===== config.mk =====
export PLATFORM = sky130hd
export DESIGN_NAME = ess_store
export DESIGN_NICKNAME = d
export VERILOG_FILES = /design/src/design/ess_cal_ref.v /design/src/design/ess_crc32.v /design/src/design/ess_store.v
export VERILOG_INCLUDE_DIRS = /design/src /design/src/design
export SDC_FILE = /design/constraint.sdc
export NUM_CORES = 1
export LEC_CHECK = 0
export BUFFER_PORTS_ARGS = -buffer_cell sky130_fd_sc_hd__buf_4
export CAP_MARGIN = 5
export CORE_MARGIN = 2
export CORE_UTILIZATION = 50
export DETAILED_ROUTE_END_ITERATION = 16
export GPL_ROUTABILITY_DRIVEN = 0
export PLACE_DENSITY = 0.68
export SYNTH_ARGS = -nofsm -noshare
export SYNTH_HDL_FRONTEND = slang
export SYNTH_HIERARCHICAL = 1
export SYNTH_SLANG_ARGS = --single-unit

===== constraint.sdc =====
create_clock -name pclk -period 3.1 [get_ports pclk]
set_clock_uncertainty 0.15 [all_clocks]
set_input_delay 0.31 -clock pclk [delete_from_list [all_inputs] [get_ports pclk]]
set_output_delay 0.31 -clock pclk [all_outputs]
set_load 0.02 [all_outputs]

===== src/design/ess_map.vh =====
// Register map, reset values and field layout of the EEPROM store sequencer.
// Assumes word-aligned APB access; indices below are register indices (byte address = 4 * index).
`ifndef ESS_MAP_VH
`define ESS_MAP_VH

// Register indices
`define ESS_IDX_SEQ_APPLY 14'h0e5e
`define ESS_IDX_SEQ_CAL 14'h0e5f
`define ESS_IDX_SEQ_SYNC 14'h0e60
`define ESS_IDX_SEQ_END 14'h0e61
`define ESS_IDX_SEQ_LAST 14'h0e6f
`define ESS_IDX_CTRL 14'h0e70
`define ESS_IDX_STATUS 14'h0e71
`define ESS_IDX_PTR 14'h0e72
`define ESS_IDX_KEY 14'h0fff
`define ESS_IDX_APPLY 14'h000f
`define ESS_IDX_CAL_BASE 14'h1488
`define ESS_IDX_CAL_MASK 14'h3cff
`define ESS_IDX_CAL_SEL_LO 8

// Reset values
`define ESS_RST_SEQ_APPLY 8'h80
`define ESS_RST_SEQ_CAL 8'h92
`define ESS_RST_SEQ_SYNC 8'ha0
`define ESS_RST_SEQ_END 8'hff
`define ESS_RST_SEQ_FREE 8'h00
`define ESS_RST_KEY 8'h00
`define ESS_RST_CAL_REF 8'h00

// Opcodes and command values
`define ESS_OP_END 8'hff
`define ESS_OP_PAUSE 8'hfe
`define ESS_KEY_UNLOCK 8'hf9
`define ESS_APPLY_CMD 8'h01

// Calibration reference fields
`define ESS_CAL_EN_BIT 0
`define ESS_CAL_LVL_LO 1
`define ESS_CAL_LVL_HI 2
`define ESS_CAL_WMASK 8'h07

// Control and status bits
`define ESS_CTRL_START_BIT 0
`define ESS_STAT_BUSY_BIT 0
`define ESS_STAT_ERR_BIT 1

// CRC-32
`define ESS_CRC_INIT 32'hffffffff
`define ESS_CRC_POLY 32'hedb88320
`define ESS_CRC_XOR 32'hffffffff
`define ESS_CRC_LAST 3'd3

`endif


===== src/design/ess_cal_ref.v =====
// One calibration reference register of an analog PLL, key-gated, with apply latch.
// Assumes wr_en is a one-cycle write strobe and apply a one-cycle pulse.
`timescale 1ns/1ps
`default_nettype none
`include "ess_map.vh"

module ess_cal_ref (
    // Clock and reset
    input wire pclk,
    input wire presetn,
    // Write side
    input wire wr_en,
    input wire unlocked,
    input wire [7:0] wdata,
    input wire apply,
    // Register view and applied settings
    output wire [7:0] value,
    output reg [1:0] cal_level,
    output reg override_enable
);

    reg [7:0] value_reg;

    assign value = value_reg;

    always @(posedge pclk or negedge presetn) begin
        if (!presetn) begin
            value_reg <= `ESS_RST_CAL_REF;
            cal_level <= 2'b00;
            override_enable <= 1'b0;
        end else begin
            if (wr_en && unlocked) begin
                value_reg <= wdata & `ESS_CAL_WMASK;
            end
            if (apply) begin
                cal_level <= value_reg[`ESS_CAL_LVL_HI:`ESS_CAL_LVL_LO];
                override_enable <= value_reg[`ESS_CAL_EN_BIT];
            end
        end
    end

endmodule
`default_nettype wire


===== src/design/ess_crc32.v =====
// One-byte step of the reflected CRC-32.
// Assumes the caller holds the running value and feeds one byte per step.
`timescale 1ns/1ps
`default_nettype none
`include "ess_map.vh"

module ess_crc32 (
    // Running value and byte
    input wire [31:0] crc_in,
    input wire [7:0] data,
    // Updated value
    output reg [31:0] crc_out
);

    integer i;

    always @* begin
        crc_out = crc_in ^ {24'h000000, data};
        for (i = 0; i < 8; i = i + 1) begin
            if (crc_out[0]) begin
                crc_out = (crc_out >> 1) ^ `ESS_CRC_POLY;
            end else begin
                crc_out = crc_out >> 1;
            end
        end
    end

endmodule
`default_nettype wire


===== src/design/ess_store.v =====
// EEPROM store sequencer tail: sequence opcode bytes, CRC-32 trailer, key-gated calibration references.
// Assumes an APB master on pclk and an EEPROM byte writer that takes one byte per valid/ready handshake.
`timescale 1ns/1ps
`default_nettype none
`include "ess_map.vh"

// Operation
// - Byte 0x0E5E resets to 0x80; it is written out and the pointer advances.
// - Byte 0x0E5F resets to 0x92; it is written out and the pointer advances.
// - Byte 0x0E60 resets to 0xA0; it is written out and the pointer advances.
// - End opcode (0xFF at 0x0E61): write it, four CRC bytes, clear pointer, idle.
// - Pause opcode acts like end but the pointer keeps advancing.
// - Calibration reference registers accept writes only while key register holds 0xF9.
// - Key register resets to 0x00; any value but the key keeps access closed.
// - Bits [2:1] pick one of four reference voltages; 00b default.
// - Bit 0 enables manual override; bits [7:3] reserved, reset zero.
// - Override enable is 0 (disabled) at reset and 1 when enabled.
module ess_store #(
    parameter ADDR_W = 16,
    parameter PTR_W = 16,
    parameter SEQ_LEN = 18,
    parameter NUM_PLL = 4
) (
    // Clock and reset
    input wire pclk,
    input wire presetn,
    // APB slave
    input wire psel,
    input wire penable,
    input wire pwrite,
    input wire [ADDR_W-1:0] paddr,
    input wire [31:0] pwdata,
    output wire pready,
    output wire [31:0] prdata,
    output wire pslverr,
    // EEPROM byte writer
    output wire ee_valid,
    input wire ee_ready,
    output wire [PTR_W-1:0] ee_addr,
    output wire [7:0] ee_data,
    // Sequencer status
    output wire store_busy,
    // Applied calibration reference settings, two level bits and one override enable bit per analog PLL
    output wire [2*NUM_PLL-1:0] analog_pll_cal_level,
    output wire [NUM_PLL-1:0] analog_pll_cal_override_enable
);

    // One-hot states
    localparam [4:0] ST_IDLE = 5'b00001;
    localparam [4:0] ST_FETCH = 5'b00010;
    localparam [4:0] ST_EMIT = 5'b00100;
    localparam [4:0] ST_CRC_LOAD = 5'b01000;
    localparam [4:0] ST_CRC_SEND = 5'b10000;

    // Whether an index falls in the sequence byte range; the slot is its offset from 0x0E5E
    function seq_hit;
        input [13:0] idx;
        begin
            seq_hit = (idx >= `ESS_IDX_SEQ_APPLY) && (idx <= `ESS_IDX_SEQ_LAST);
        end
    endfunction

    function cal_hit;
        input [13:0] idx;
        begin
            cal_hit = (idx & `ESS_IDX_CAL_MASK) == `ESS_IDX_CAL_BASE;
        end
    endfunction

    function [7:0] seq_reset;
        input integer k;
        begin
            case (k)
                0: seq_reset = `ESS_RST_SEQ_APPLY;
                1: seq_reset = `ESS_RST_SEQ_CAL;
                2: seq_reset = `ESS_RST_SEQ_SYNC;
                3: seq_reset = `ESS_RST_SEQ_END;
                default: seq_reset = `ESS_RST_SEQ_FREE;
            endcase
        end
    endfunction

    // Bus-side state
    reg [31:0] prdata_reg;
    reg [31:0] prdata_next;
    reg pslverr_reg;
    reg [7:0] key_reg;
    reg [7:0] seq_mem [0:SEQ_LEN-1];

    // Sequencer state
    reg [4:0] state_reg;
    reg [4:0] slot_reg;
    reg [PTR_W-1:0] ptr_reg;
    reg [31:0] crc_reg;
    reg [2:0] crc_cnt_reg;
    reg term_reg;
    reg pause_reg;
    reg err_reg;
    reg [7:0] ee_data_reg;
    reg [PTR_W-1:0] ee_addr_reg;

    // Address decode
    wire [13:0] reg_idx;
    wire [13:0] seq_off;
    wire aligned;
    wire mapped;
    wire wr_ok;
    wire busy;
    wire unlocked;
    wire apply_pulse;
    wire start_pulse;
    wire [1:0] cal_sel;
    wire [8*NUM_PLL-1:0] cal_value;
    wire [31:0] crc_upd;
    wire [31:0] crc_final;
    wire [7:0] cur_byte;
    // Register selects
    wire sel_seq;
    wire sel_cal;
    wire sel_key;
    wire sel_apply;
    wire sel_ctrl;
    wire sel_status;
    wire sel_ptr;
    // Sequencer decodes
    wire st_idle;
    wire st_emit;
    wire st_send;
    wire byte_taken;
    wire cur_term;
    wire cur_pause;
    wire [7:0] crc_byte;

    assign reg_idx = paddr[15:2];
    assign seq_off = reg_idx - `ESS_IDX_SEQ_APPLY;
    assign aligned = (paddr[1:0] == 2'b00);
    assign cal_sel = reg_idx[`ESS_IDX_CAL_SEL_LO+1:`ESS_IDX_CAL_SEL_LO];

    // State decodes
    assign st_idle = state_reg[0];
    assign st_emit = state_reg[2];
    assign st_send = state_reg[4];
    assign byte_taken = ee_valid && ee_ready;
    assign busy = ~st_idle;
    // only the exact key opens access
    assign unlocked = (key_reg == `ESS_KEY_UNLOCK);

    // One select per register, shared by the map check, the read mux and the writes
    assign sel_seq = seq_hit(reg_idx);
    assign sel_cal = cal_hit(reg_idx);
    assign sel_key = (reg_idx == `ESS_IDX_KEY);
    assign sel_apply = (reg_idx == `ESS_IDX_APPLY);
    assign sel_ctrl = (reg_idx == `ESS_IDX_CTRL);
    assign sel_status = (reg_idx == `ESS_IDX_STATUS);
    assign sel_ptr = (reg_idx == `ESS_IDX_PTR);

    // Address map check; anything else answers with an error
    assign mapped = aligned && (sel_seq || sel_cal || sel_key || sel_apply ||
        sel_ctrl || sel_status || sel_ptr);

    // Zero wait states; read data and error are captured in the setup cycle
    assign pready = 1'b1;
    assign prdata = prdata_reg;
    assign pslverr = pslverr_reg;
    assign wr_ok = psel && penable && pwrite && mapped;

    // Apply copies every reference at once, whatever the key holds
    assign apply_pulse = wr_ok && sel_apply && (pwdata[7:0] == `ESS_APPLY_CMD);
    // A start while busy is dropped by the idle state
    assign start_pulse = wr_ok && sel_ctrl && pwdata[`ESS_CTRL_START_BIT];

    // Read mux
    always @* begin
        prdata_next = 32'h00000000;
        // Control and apply words fall through and read zero
        if (sel_seq) begin
            prdata_next[7:0] = seq_mem[seq_off[4:0]];
        end else if (sel_cal) begin
            prdata_next[7:0] = cal_value[cal_sel*8 +: 8];
        end else if (sel_key) begin
            prdata_next[7:0] = key_reg;
        end else if (sel_status) begin
            prdata_next[`ESS_STAT_BUSY_BIT] = busy;
            prdata_next[`ESS_STAT_ERR_BIT] = err_reg;
        end else if (sel_ptr) begin
            prdata_next[PTR_W-1:0] = ptr_reg;
        end
    end

    always @(posedge pclk or negedge presetn) begin
        if (!presetn) begin
            prdata_reg <= 32'h00000000;
            pslverr_reg <= 1'b0;
        end else if (psel && !penable) begin
            prdata_reg <= pwrite ? 32'h00000000 : prdata_next;
            pslverr_reg <= ~mapped;
        end
    end

    // Key register and sequence bytes
    integer k;
    always @(posedge pclk or negedge presetn) begin
        if (!presetn) begin
            key_reg <= `ESS_RST_KEY;
            for (k = 0; k < SEQ_LEN; k = k + 1) begin
                seq_mem[k] <= seq_reset(k);
            end
        end else begin
            if (wr_ok && sel_key) begin
                key_reg <= pwdata[7:0];
            end
            // Sequence bytes are frozen while a store runs, so the CRC matches what was sent
            if (wr_ok && sel_seq && !busy) begin
                seq_mem[seq_off[4:0]] <= pwdata[7:0];
            end
        end
    end

    // Calibration reference registers, one per analog PLL
    genvar g;
    generate
        for (g = 0; g < NUM_PLL; g = g + 1) begin : g_cal
            ess_cal_ref u_cal_ref (
                .pclk(pclk),
                .presetn(presetn),
                .wr_en(wr_ok && sel_cal && cal_sel == g),
                .unlocked(unlocked),
                .wdata(pwdata[7:0]),
                .apply(apply_pulse),
                .value(cal_value[8*g +: 8]),
                .cal_level(analog_pll_cal_level[2*g +: 2]),
                .override_enable(analog_pll_cal_override_enable[g])
            );
        end
    endgenerate

    // CRC over every byte of the current profile
    ess_crc32 u_crc (
        .crc_in(crc_reg),
        .data(ee_data_reg),
        .crc_out(crc_upd)
    );

    // Running value is kept without the final xor; only the trailer bytes carry it
    assign crc_final = crc_reg ^ `ESS_CRC_XOR;
    assign crc_byte = crc_final[crc_cnt_reg*8 +: 8];
    assign cur_byte = seq_mem[slot_reg];

    // End and pause both close a profile with the CRC trailer
    assign cur_pause = (cur_byte == `ESS_OP_PAUSE);
    assign cur_term = (cur_byte == `ESS_OP_END) || cur_pause;

    // A byte is offered only in the two send states
    assign ee_valid = st_emit | st_send;
    assign ee_addr = ee_addr_reg;
    assign ee_data = ee_data_reg;
    assign store_busy = busy;

    // Store sequencer
    always @(posedge pclk or negedge presetn) begin
        if (!presetn) begin
            state_reg <= ST_IDLE;
            slot_reg <= 5'd0;
            ptr_reg <= {PTR_W{1'b0}};
            crc_reg <= `ESS_CRC_INIT;
            crc_cnt_reg <= 3'd0;
            term_reg <= 1'b0;
            pause_reg <= 1'b0;
            err_reg <= 1'b0;
            ee_data_reg <= 8'h00;
            ee_addr_reg <= {PTR_W{1'b0}};
        end else begin
            case (state_reg)
                ST_IDLE: begin
                    if (start_pulse) begin
                        slot_reg <= 5'd0;
                        crc_reg <= `ESS_CRC_INIT;
                        // A fresh start clears the error of the last run
                        err_reg <= 1'b0;
                        state_reg <= ST_FETCH;
                    end
                end
                ST_FETCH: begin
                    // Latch the byte and its address before offering it
                    ee_data_reg <= cur_byte;
                    ee_addr_reg <= ptr_reg;
                    term_reg <= cur_term;
                    pause_reg <= cur_pause;
                    state_reg <= ST_EMIT;
                end
                ST_EMIT: begin
                    // Pointer and CRC move only when the byte is really taken
                    if (byte_taken) begin
                        ptr_reg <= ptr_reg + 1'b1;
                        crc_reg <= crc_upd;
                        if (term_reg) begin
                            crc_cnt_reg <= 3'd0;
                            state_reg <= ST_CRC_LOAD;
                        end else if (slot_reg == SEQ_LEN - 1) begin
                            // Ran off the end without a terminator
                            err_reg <= 1'b1;
                            state_reg <= ST_IDLE;
                        end else begin
                            slot_reg <= slot_reg + 1'b1;
                            state_reg <= ST_FETCH;
                        end
                    end
                end
                ST_CRC_LOAD: begin
                    ee_data_reg <= crc_byte;
                    ee_addr_reg <= ptr_reg;
                    state_reg <= ST_CRC_SEND;
                end
                ST_CRC_SEND: begin
                    if (byte_taken) begin
                        if (crc_cnt_reg == `ESS_CRC_LAST) begin
                            // end clears pointer; pause advances it past the last CRC byte
                            ptr_reg <= pause_reg ? ptr_reg + 1'b1 : {PTR_W{1'b0}};
                            state_reg <= ST_IDLE;
                        end else begin
                            ptr_reg <= ptr_reg + 1'b1;
                            crc_cnt_reg <= crc_cnt_reg + 1'b1;
                            state_reg <= ST_CRC_LOAD;
                        end
                    end
                end
                default: begin
                    // Illegal codes fall back to idle
                    state_reg <= ST_IDLE;
                end
            endcase
        end
    end

endmodule
`default_nettype wire


Yosys cells after proc, flatten, opt, wreduce, memory -nomap -nowiden

Cells that the tools add are included.

Reduce and logical (&&, ||, !) cells: 44
Muxes and demuxes: 58
Bitwise logic cells: 15
Order comparisons: 5
Shift-type cells: 2
Equal/unequal tests: 28
Add/sub/neg operators: 4

Operators by type and width:

| operator                                               | number |
|---|---|
| 2-to-1 mux 32 bit                                      | 10 |
| bitwise mux 144 bit                                    | 1 |
| inverter 13 -> 14 bit                                  | 8 |
| 2-to-1 mux 16 bit                                      | 6 |
| 2-to-1 mux 8 bit                                       | 11 |
| binary-select mux 8 bit (select 5 bit)                 | 2 |
| one-hot mux 32 bit (2 select lines)                    | 1 |
| equality test 14 x 12 -> 1 bit (second input constant) | 4 |
| demux 8 bit (select 5 bit)                             | 1 |
| 2-to-1 mux 5 bit                                       | 7 |
| inverter 32 bit                                        | 1 |
| one-hot mux 16 bit (2 select lines)                    | 1 |
| variable part select 32 x 6 -> 8 bit                   | 1 |
| variable part select 32 x 7 -> 8 bit                   | 1 |
| bitwise XOR 32 x 8 -> 32 bit                           | 1 |
| one-hot mux 5 bit (5 select lines)                     | 1 |
| equality test 8 bit (second input constant)            | 3 |
| logical AND 1 bit                                      | 24 |
| adder 16 x 1 -> 16 bit (second input constant)         | 1 |
| != test 2 bit (second input constant)                  | 8 |
| one-hot mux 8 bit (2 select lines)                     | 1 |
| AND reduction 5 bit                                    | 3 |
| equality test 14 x 4 -> 1 bit (second input constant)  | 1 |
| >= comparator 14 x 12 -> 1 bit (second input constant) | 1 |
| other kinds (33)                                       | 57 |

Input bits: 54
Logic and storage cells: 199
Output and inout port bits: 72
Bits in registers: 297

Depth between registers and ports, before layout

Gate-level depths: netlist of run 1.

Depth after elaboration: 19
Mapped depth: 10

Cells and area by module

Netlist of run 1, hierarchy kept.

By module, submodules not included:

| module      | instances | area each (µm²) | sequential area each (µm²) | cells each |
|---|---|---|---|---|
| ess_store   | 1         | 13699.4         | 6490.0                     | 1138 |
| ess_cal_ref | 4         | 276.5           | 150.1                      | 19 |
| ess_crc32   | 1         | 954.7           | 0.0                        | 64 |

Worst setup path before layout of run 1

Ideal clock, no wire load.

Path kind: input-to-reg
From: input port paddr[6]
To: register g_cal[2].u_cal_ref.value_reg[0]
Slack: 0.345 ns
Arrival time: 2.480 ns
Setup time: 0.125 ns
Stages on the path: 7
Data required time: 2.825 ns
Cell sequence: clkbuf_1 > or4_1 > nor4_2 > nand2_1 > nor3b_1 > nand2_2 > mux2_4

Longest elaborated chain between the ends: 13

RTL lines:

| item                                                                                                     | line             | RTL |
|---|---|---|
| from (decl)                                                                                              | ess_store.v:31   | `input wire [ADDR_W-1:0] paddr,` |
| >= comparator 14 x 12 -> 1 bit (no source line) / <= comparator 14 x 12 -> 1 bit (equally long branches) | --               |  |
| logical AND 1 bit                                                                                        | ess_store.v:59   | `` seq_hit = (idx >= `ESS_IDX_SEQ_APPLY) && (idx <= `ESS_IDX_SEQ_LAST); `` |
| logical OR 1 bit (4 in series)                                                                           | ess_store.v:158  | `assign mapped = aligned && (sel_seq \|\| sel_cal \|\| sel_key \|\| sel_apply \|\|` |
| logical OR 1 bit (2 in series)                                                                           | ess_store.v:159  | `sel_ctrl \|\| sel_status \|\| sel_ptr);` |
| logical AND 1 bit                                                                                        | ess_store.v:158  |  |
| logical AND 1 bit                                                                                        | ess_store.v:165  | `assign wr_ok = psel && penable && pwrite && mapped;` |
| logical AND 1 bit * (2 in series)                                                                        | ess_store.v:226  | `.wr_en(wr_ok && sel_cal && cal_sel == g),` |
| logical AND 1 bit *                                                                                      | ess_cal_ref.v:32 | `if (wr_en && unlocked) begin` |
| to (signal assigned)                                                                                     | ess_cal_ref.v:28 | `` value_reg <= `ESS_RST_CAL_REF; `` |
| to (signal assigned)                                                                                     | ess_cal_ref.v:33 | `` value_reg <= wdata & `ESS_CAL_WMASK; `` |
| to (decl)                                                                                                | ess_cal_ref.v:22 | `reg [7:0] value_reg;` |

Every way passes the cells marked *; elsewhere a longest branch is shown, timed or not.
A chain may end at the register's enable or synchronous reset.

Worst setup path in the final report of run 1

From: register slot_reg[0]
To: register ee_data_reg[2], in the netlist ee_data[2]

Longest elaborated chain between the ends: 5

RTL lines:

| item                                                 | line            | RTL |
|---|---|---|
| from (decl)                                          | ess_store.v:92  | `reg [4:0] slot_reg;` |
| from (signal assigned)                               | ess_store.v:304 | `slot_reg <= slot_reg + 1'b1;` |
| inverter 5 -> 6 bit (not written as such)            | ess_store.v:247 | `assign cur_byte = seq_mem[slot_reg];` |
| binary-select mux 8 bit (select 5 bit)               | ess_store.v:247 |  |
| 2-to-1 mux 8 bit (not written as such) (2 in series) | ess_store.v:247 |  |
| one-hot mux 8 bit (2 select lines)                   | ess_store.v:273 | `case (state_reg)` |
| to (signal assigned)                                 | ess_store.v:285 | `ee_data_reg <= cur_byte;` |
| to (signal assigned)                                 | ess_store.v:310 | `ee_data_reg <= crc_byte;` |
| to (decl)                                            | ess_store.v:99  | `reg [7:0] ee_data_reg;` |

No other way between the ends. The select of a mux whose other input is x is not followed.

==> results of run 1 <==
worst max-delay path, cell delays in order, from the launching register on:
cell and delay [ps]:
dfrtp_2 770, mux4_2 600, mux2i_1 370, o221ai_1 300, nor2_1 230, o32ai_1 100
stage by stage:
stage          hold slack, ps  worst slack (ps)   util  power [mW]  cell area (µm²)
4_1_cts                  7.05               474  0.574        8.23            18000
3_3_place_gp              271               177  0.542        4.62            17000
6_report                 23.9               429  0.574        8.15            18000
3_5_place_dp              278               136  0.542        4.63            17000
2_1_floorplan            -136               345      -        4.38            15900
5_1_grt                  36.5               342  0.574        8.44            18000
per-layer routing:
| layer | track usage | part of all wire | up-vias |
|---|---|---|---|
| li1 | - | - | 4818 |
| met1 | 0.353 | 0.45 | 5542 |
| met2 | 0.389 | 0.47 | 357 |
| met3 | 0.0357 | 0.059 | 80 |
| met4 | 0.0663 | 0.026 | 0 |
| met5 | 0 | 0 | - |
power breakdown:
group	total (mW)	internal (mW)	switching, mW
sequential	3.75	3.71	0.0370
combinational	0.821	0.363	0.458
clock	3.58	2.12	1.46
total	8.15	6.20	1.95
layout make-up:
type,count,area [µm²],share of cell area
multi-input cells,903,8160,0.454
flip-flops and latches,281,7090,0.395
repair buffers,146,1200,0.0665
clock buffers,49,893,0.0497
well taps,402,503,0.0280
clock inverters,8,90.1,0.00501
inverters,10,37.5,0.00209
kinds of logic (layout without fill, tap and decap cells):
group                    count (synthesis)  after routing  synth area share
multiplexers                           313            313             0.271
XOR/XNOR                                80             80            0.0698
flip-flops                             281            281             0.450
adder cells (fa/ha/maj)                  6              6           0.00476
AO/OA/AOI/OAI                          159            159            0.0662
other                                    6             37           0.00143
AND/OR/NAND/NOR                        308            308            0.0964
buffers and inverters                  125            213            0.0402
worst max-delay path by stage:
stage	startpoint	to	slack (ps)	cells past startpoint
5_1_grt	slot_reg[0]	ee_data[5]	340	5
6_report	slot_reg[0]	ee_data[2]	430	5
3_3_place_gp	paddr[5]	seq_mem[34]	180	8
3_5_place_dp	paddr[5]	seq_mem[20]	140	8
4_1_cts	slot_reg[0]	ee_data[5]	470	5
2_1_floorplan	paddr[6]	g_cal[2].u_cal_ref/value[0]	350	7
layout by cell type (no fill, tap or decap), types with 15 or more instances in the layout:
cell type / Yosys / layout
dfrtp_1: 234 / 232
mux2_2: 167 / 167
buf_4: 40 / 136
nor2_1: 119 / 119
mux4_2: 69 / 69
nand2_1: 57 / 57
mux2i_1: 56 / 56
a21oi_1: 56 / 56
dfstp_2: 47 / 47
conb_1: 6 / 37
xnor2_1: 34 / 34
nand3_1: 31 / 31
o21ai_0: 31 / 31
clkbuf_16: 0 / 31
and3_1: 20 / 20
xor2_1: 15 / 15
==> flow_summary.toml, run 1 <==
[status]
status = "finished, final reports clean"

[clock_tree]
postCtsResizedCells = 0
cts_buffer_depth = 3
clkLatencyLatePin_ps = 550
ctsRootBufferMaster = "clkbuf_16"
clk_pin_slew_ps = 60
cts-buffers-inserted = 31
hold_buffers = 2
cts.htree.levels = 1
cts_tree = "yes"
postCtsSetupBuffers = 0
clkSinkCount = 281

[global_routing]
grt_pass1_wl_um = 63200
overflow = 0
grt_start_max_net_pins = 101
track_usage = 0.245
antenna_found_initial = 0
grt_pass1_vias = 10760

[die]
rows = 65
die_area_um2 = 33000
die_x_um = 182
io_pins = 126
start_util = 0.503
coreArea_um2 = 31300
fp.dieH_um = 182

[synth]
synth-edff-count = 0
synth_area_leaders = "dfrtp_1 (37%), mux2_2 (12%), mux4_2 (9.9%)"
synthArstFlopShare = 1.00
netlist_area_um2 = 15800
avgSynthCellArea_um2 = 12.3
yosys-top-cells-count = "dfrtp_1 (234), mux2_2 (167), nor2_1 (119)"
seq_area_frac_synth = 0.450
syn_inst = 1278
yosysTopAreaCell = "dfrtp_1"
synth_top_area_share = 0.372
yosys.cell_types.count = 74
synth_warnings = 6
synth_seq_cells = 281
ys.flop_type = "dfrtp_1"
synth_most_common_cell = "dfrtp_1"

[detailed_routing]
wl_per_cell_um = 22.3
firstDrtPassIters = 5
via_per_inst = 6.00
drcViolationCount = 0
antenna_left = 0
dr.first_iter.drc_count = 860
vias = 10797
finalWirelength_um = 40200

[sta]
max_freq_mhz = 374
final_hold_viol_count = 0
final.setup.tns_ps = 0
period_minus_slack_ps = 2670
worst_slew_pin_slew_ps = 861
finalCritPeriodShare = 0.862
max_slew_margin = 0.426
report.final.slew_viol_count = 0
rsz0062_at_grt = "false"
report.final.setup_viol = 0

[finish]
drive_gt1_frac = 0.369
diodes = 0
largest_reg_flops = 144
fill_cells = 2574
finalNonFillerCells = 1799
nets = 1433
area_growth_pct = 14.1

[worst_hold_path]
holdPathEnd = "seq_mem[64]"
min_path_cells = 2
hp-class = "in -> reg"
hp-start = "pwdata[0]"

[worst_setup_path]
rrSetupSlack_ps = 430
ff2ff_path_depth = 5
arrival_ps = 2940
critical_path_class = "reg -> reg"
cp-start-kind = "flip-flop"
cp_max_fo = 18
r2r_end = "ee_data[2]"
end_kind = "flip-flop"
r2r-start = "slot_reg[0]"
crit_required_ps = 3370

[power_and_ir_drop]
p_leak_nw = 8.40
vdd_drop_max_v = 0.000455
p_per_area_nw_per_um2 = 454

[job]
drv_cap = 0

[placed_design]
dp_cells = 1740
place_hpwl_um = 28100
portBuffers = 84
Power figures use the tool's default switching activity.
==> run 2: changes to the inputs <==
Settings changed: ABC_AREA set to 1, CELL_PAD_IN_SITES_DETAIL_PLACEMENT set to 1, CELL_PAD_IN_SITES_GLOBAL_PLACEMENT set to 1, CORE_UTILIZATION 50 to 45, PLACE_DENSITY 0.68 to unset, PLACE_DENSITY_LB_ADDON set to 0.1.
==> flow_summary.toml, run 2 <==
[global_routing]
track_usage = 0.320
grt_start_max_net_pins = 79
grt_pass1_wl_um = 97600
overflow = 0
grt_pass1_vias = 17495
antenna_found_initial = 0

[clock_tree]
ctsRootBufferMaster = "clkbuf_16"
postCtsSetupBuffers = 0
cts.htree.levels = 2
clk_pin_slew_ps = 60
clkLatencyLatePin_ps = 550
clkSinkCount = 281
postCtsResizedCells = 0
hold_buffers = 5
cts_tree = "yes"
cts-buffers-inserted = 35
cts_buffer_depth = 3

[die]
start_util = 0.454
fp.dieH_um = 198
rows = 71
die_x_um = 198
io_pins = 126
coreArea_um2 = 37400
die_area_um2 = 39300

[synth]
ys.flop_type = "dfrtp_1"
synth_top_area_share = 0.345
synth_area_leaders = "dfrtp_1 (34%), nand2_1 (18%), nand3_1 (8.3%)"
netlist_area_um2 = 17000
yosys-top-cells-count = "nand2_1 (810), nand3_1 (281), dfrtp_1 (234)"
synthArstFlopShare = 1.00
yosysTopAreaCell = "dfrtp_1"
seq_area_frac_synth = 0.417
avgSynthCellArea_um2 = 7.10
yosys.cell_types.count = 51
synth-edff-count = 0
syn_inst = 2391
synth_most_common_cell = "nand2_1"
synth_seq_cells = 281
synth_warnings = 6

[worst_setup_path]
ff2ff_path_depth = 12
cp-start-kind = "flip-flop"
critical_path_class = "reg -> reg"
crit_required_ps = 3450
end_kind = "flip-flop"
cp_max_fo = 9
arrival_ps = 2910

[sta]
report.final.slew_viol_count = 0
finalCritPeriodShare = 0.827
max_freq_mhz = 390
worst_slew_pin_slew_ps = 822
final_hold_viol_count = 0
report.final.setup_viol = 0
period_minus_slack_ps = 2560
final.setup.tns_ps = 0
rsz0062_at_grt = "false"
max_slew_margin = 0.450

[placed_design]
place_hpwl_um = 41800
portBuffers = 84
dp_cells = 2932

[detailed_routing]
drcViolationCount = 0
finalWirelength_um = 61800
antenna_left = 0
via_per_inst = 5.63
firstDrtPassIters = 5
vias = 16888
wl_per_cell_um = 20.6
dr.first_iter.drc_count = 1352

[finish]
fill_cells = 4760
multi_input_area_um2 = 8620
diodes = 0
area_growth_pct = 15.4
final_cell_mix = "nand2_1 (810), nand3_1 (281), dfrtp_1 (233)"
layout.area.seq_um2 = 7090
finalNonFillerCells = 3000
largest_reg_flops = 144
final_common_cell = "nand2_1"
nets = 2523
drive_gt1_frac = 0.142

[worst_hold_path]
min_path_cells = 3
hp-class = "in -> reg"

[power_and_ir_drop]
p_leak_nw = 9.75
p_per_area_nw_per_um2 = 448
vdd_drop_max_v = 0.000368

[status]
status = "finished, final reports clean"

[job]
drv_cap = 0
==> run 2: layout make-up <==
class,count,area share
multi-input cells,1806,0.440
flip-flops and latches,281,0.362
repair buffers,155,0.0681
clock buffers,51,0.0545
inverters,184,0.0352
well taps,511,0.0326
clock inverters,12,0.00779
==> run 2: critical path: stages (launching register included) <==
cell and delay (ps):
dfrtp_1 420, clkinv_1 370, nor2_1 620, nand2_1 120
nand2_1 140, inv_1 60, nand2_1 110, nand2_1 60
nand2_1 110, nand3_1 120, nor2_1 110, nand2_1 70
nand2_1 50
==> run 2: power breakdown <==
group,internal (mW),total (mW),switching [mW]
Sequential,3.69,3.70,0.0102
Clock,2.65,4.37,1.72
Combinational,0.184,0.703,0.519
==> run 2: cells by family (layout without fill, tap and decap cells) <==
family,Yosys count,in the layout,share of synthesized area
simple gates,1408,1408,0.361
buf+inv,335,402,0.0846
compound gates,298,298,0.101
flops,281,281,0.417
xor+xnor,57,57,0.0305
fa+ha+maj,6,6,0.00442
other cells,6,37,0.00133
==> run 2: routing by layer <==
metal  track usage  routed length (µm)
met4         0.132                2160
met3        0.0424                3130
met2         0.554               30300
met1         0.403               26200
met5             0                   0
==> run 2: worst paths after layout <==
check,from,to,slack [ps]
max in group asynchronous,presetn,crc_reg[12],1710
max reg2reg,slot_reg[2],term_reg,540
min,pwdata[5],seq_mem[117],20
max,slot_reg[2],term_reg,540
min in group asynchronous,presetn,ptr_reg[5],160
min reg2reg,seq_mem[132],seq_mem[132],310
==> run 2: metrics by stage <==
| stage | hold WS [ps] | worst slack (ps) | utilization | cell area (µm²) | total power, mW |
|---|---|---|---|---|---|
| after global placement | 185 | 390 | 0.490 | 18300 | 4.43 |
| after floorplan | -136 | 435 | - | 17100 | 4.14 |
| after global routing | 43.7 | 377 | 0.524 | 19600 | 9.02 |
| final | 18.7 | 535 | 0.524 | 19600 | 8.77 |
| after detailed placement | 184 | 241 | 0.490 | 18300 | 4.45 |
| after CTS | 5.92 | 580 | 0.524 | 19600 | 8.84 |
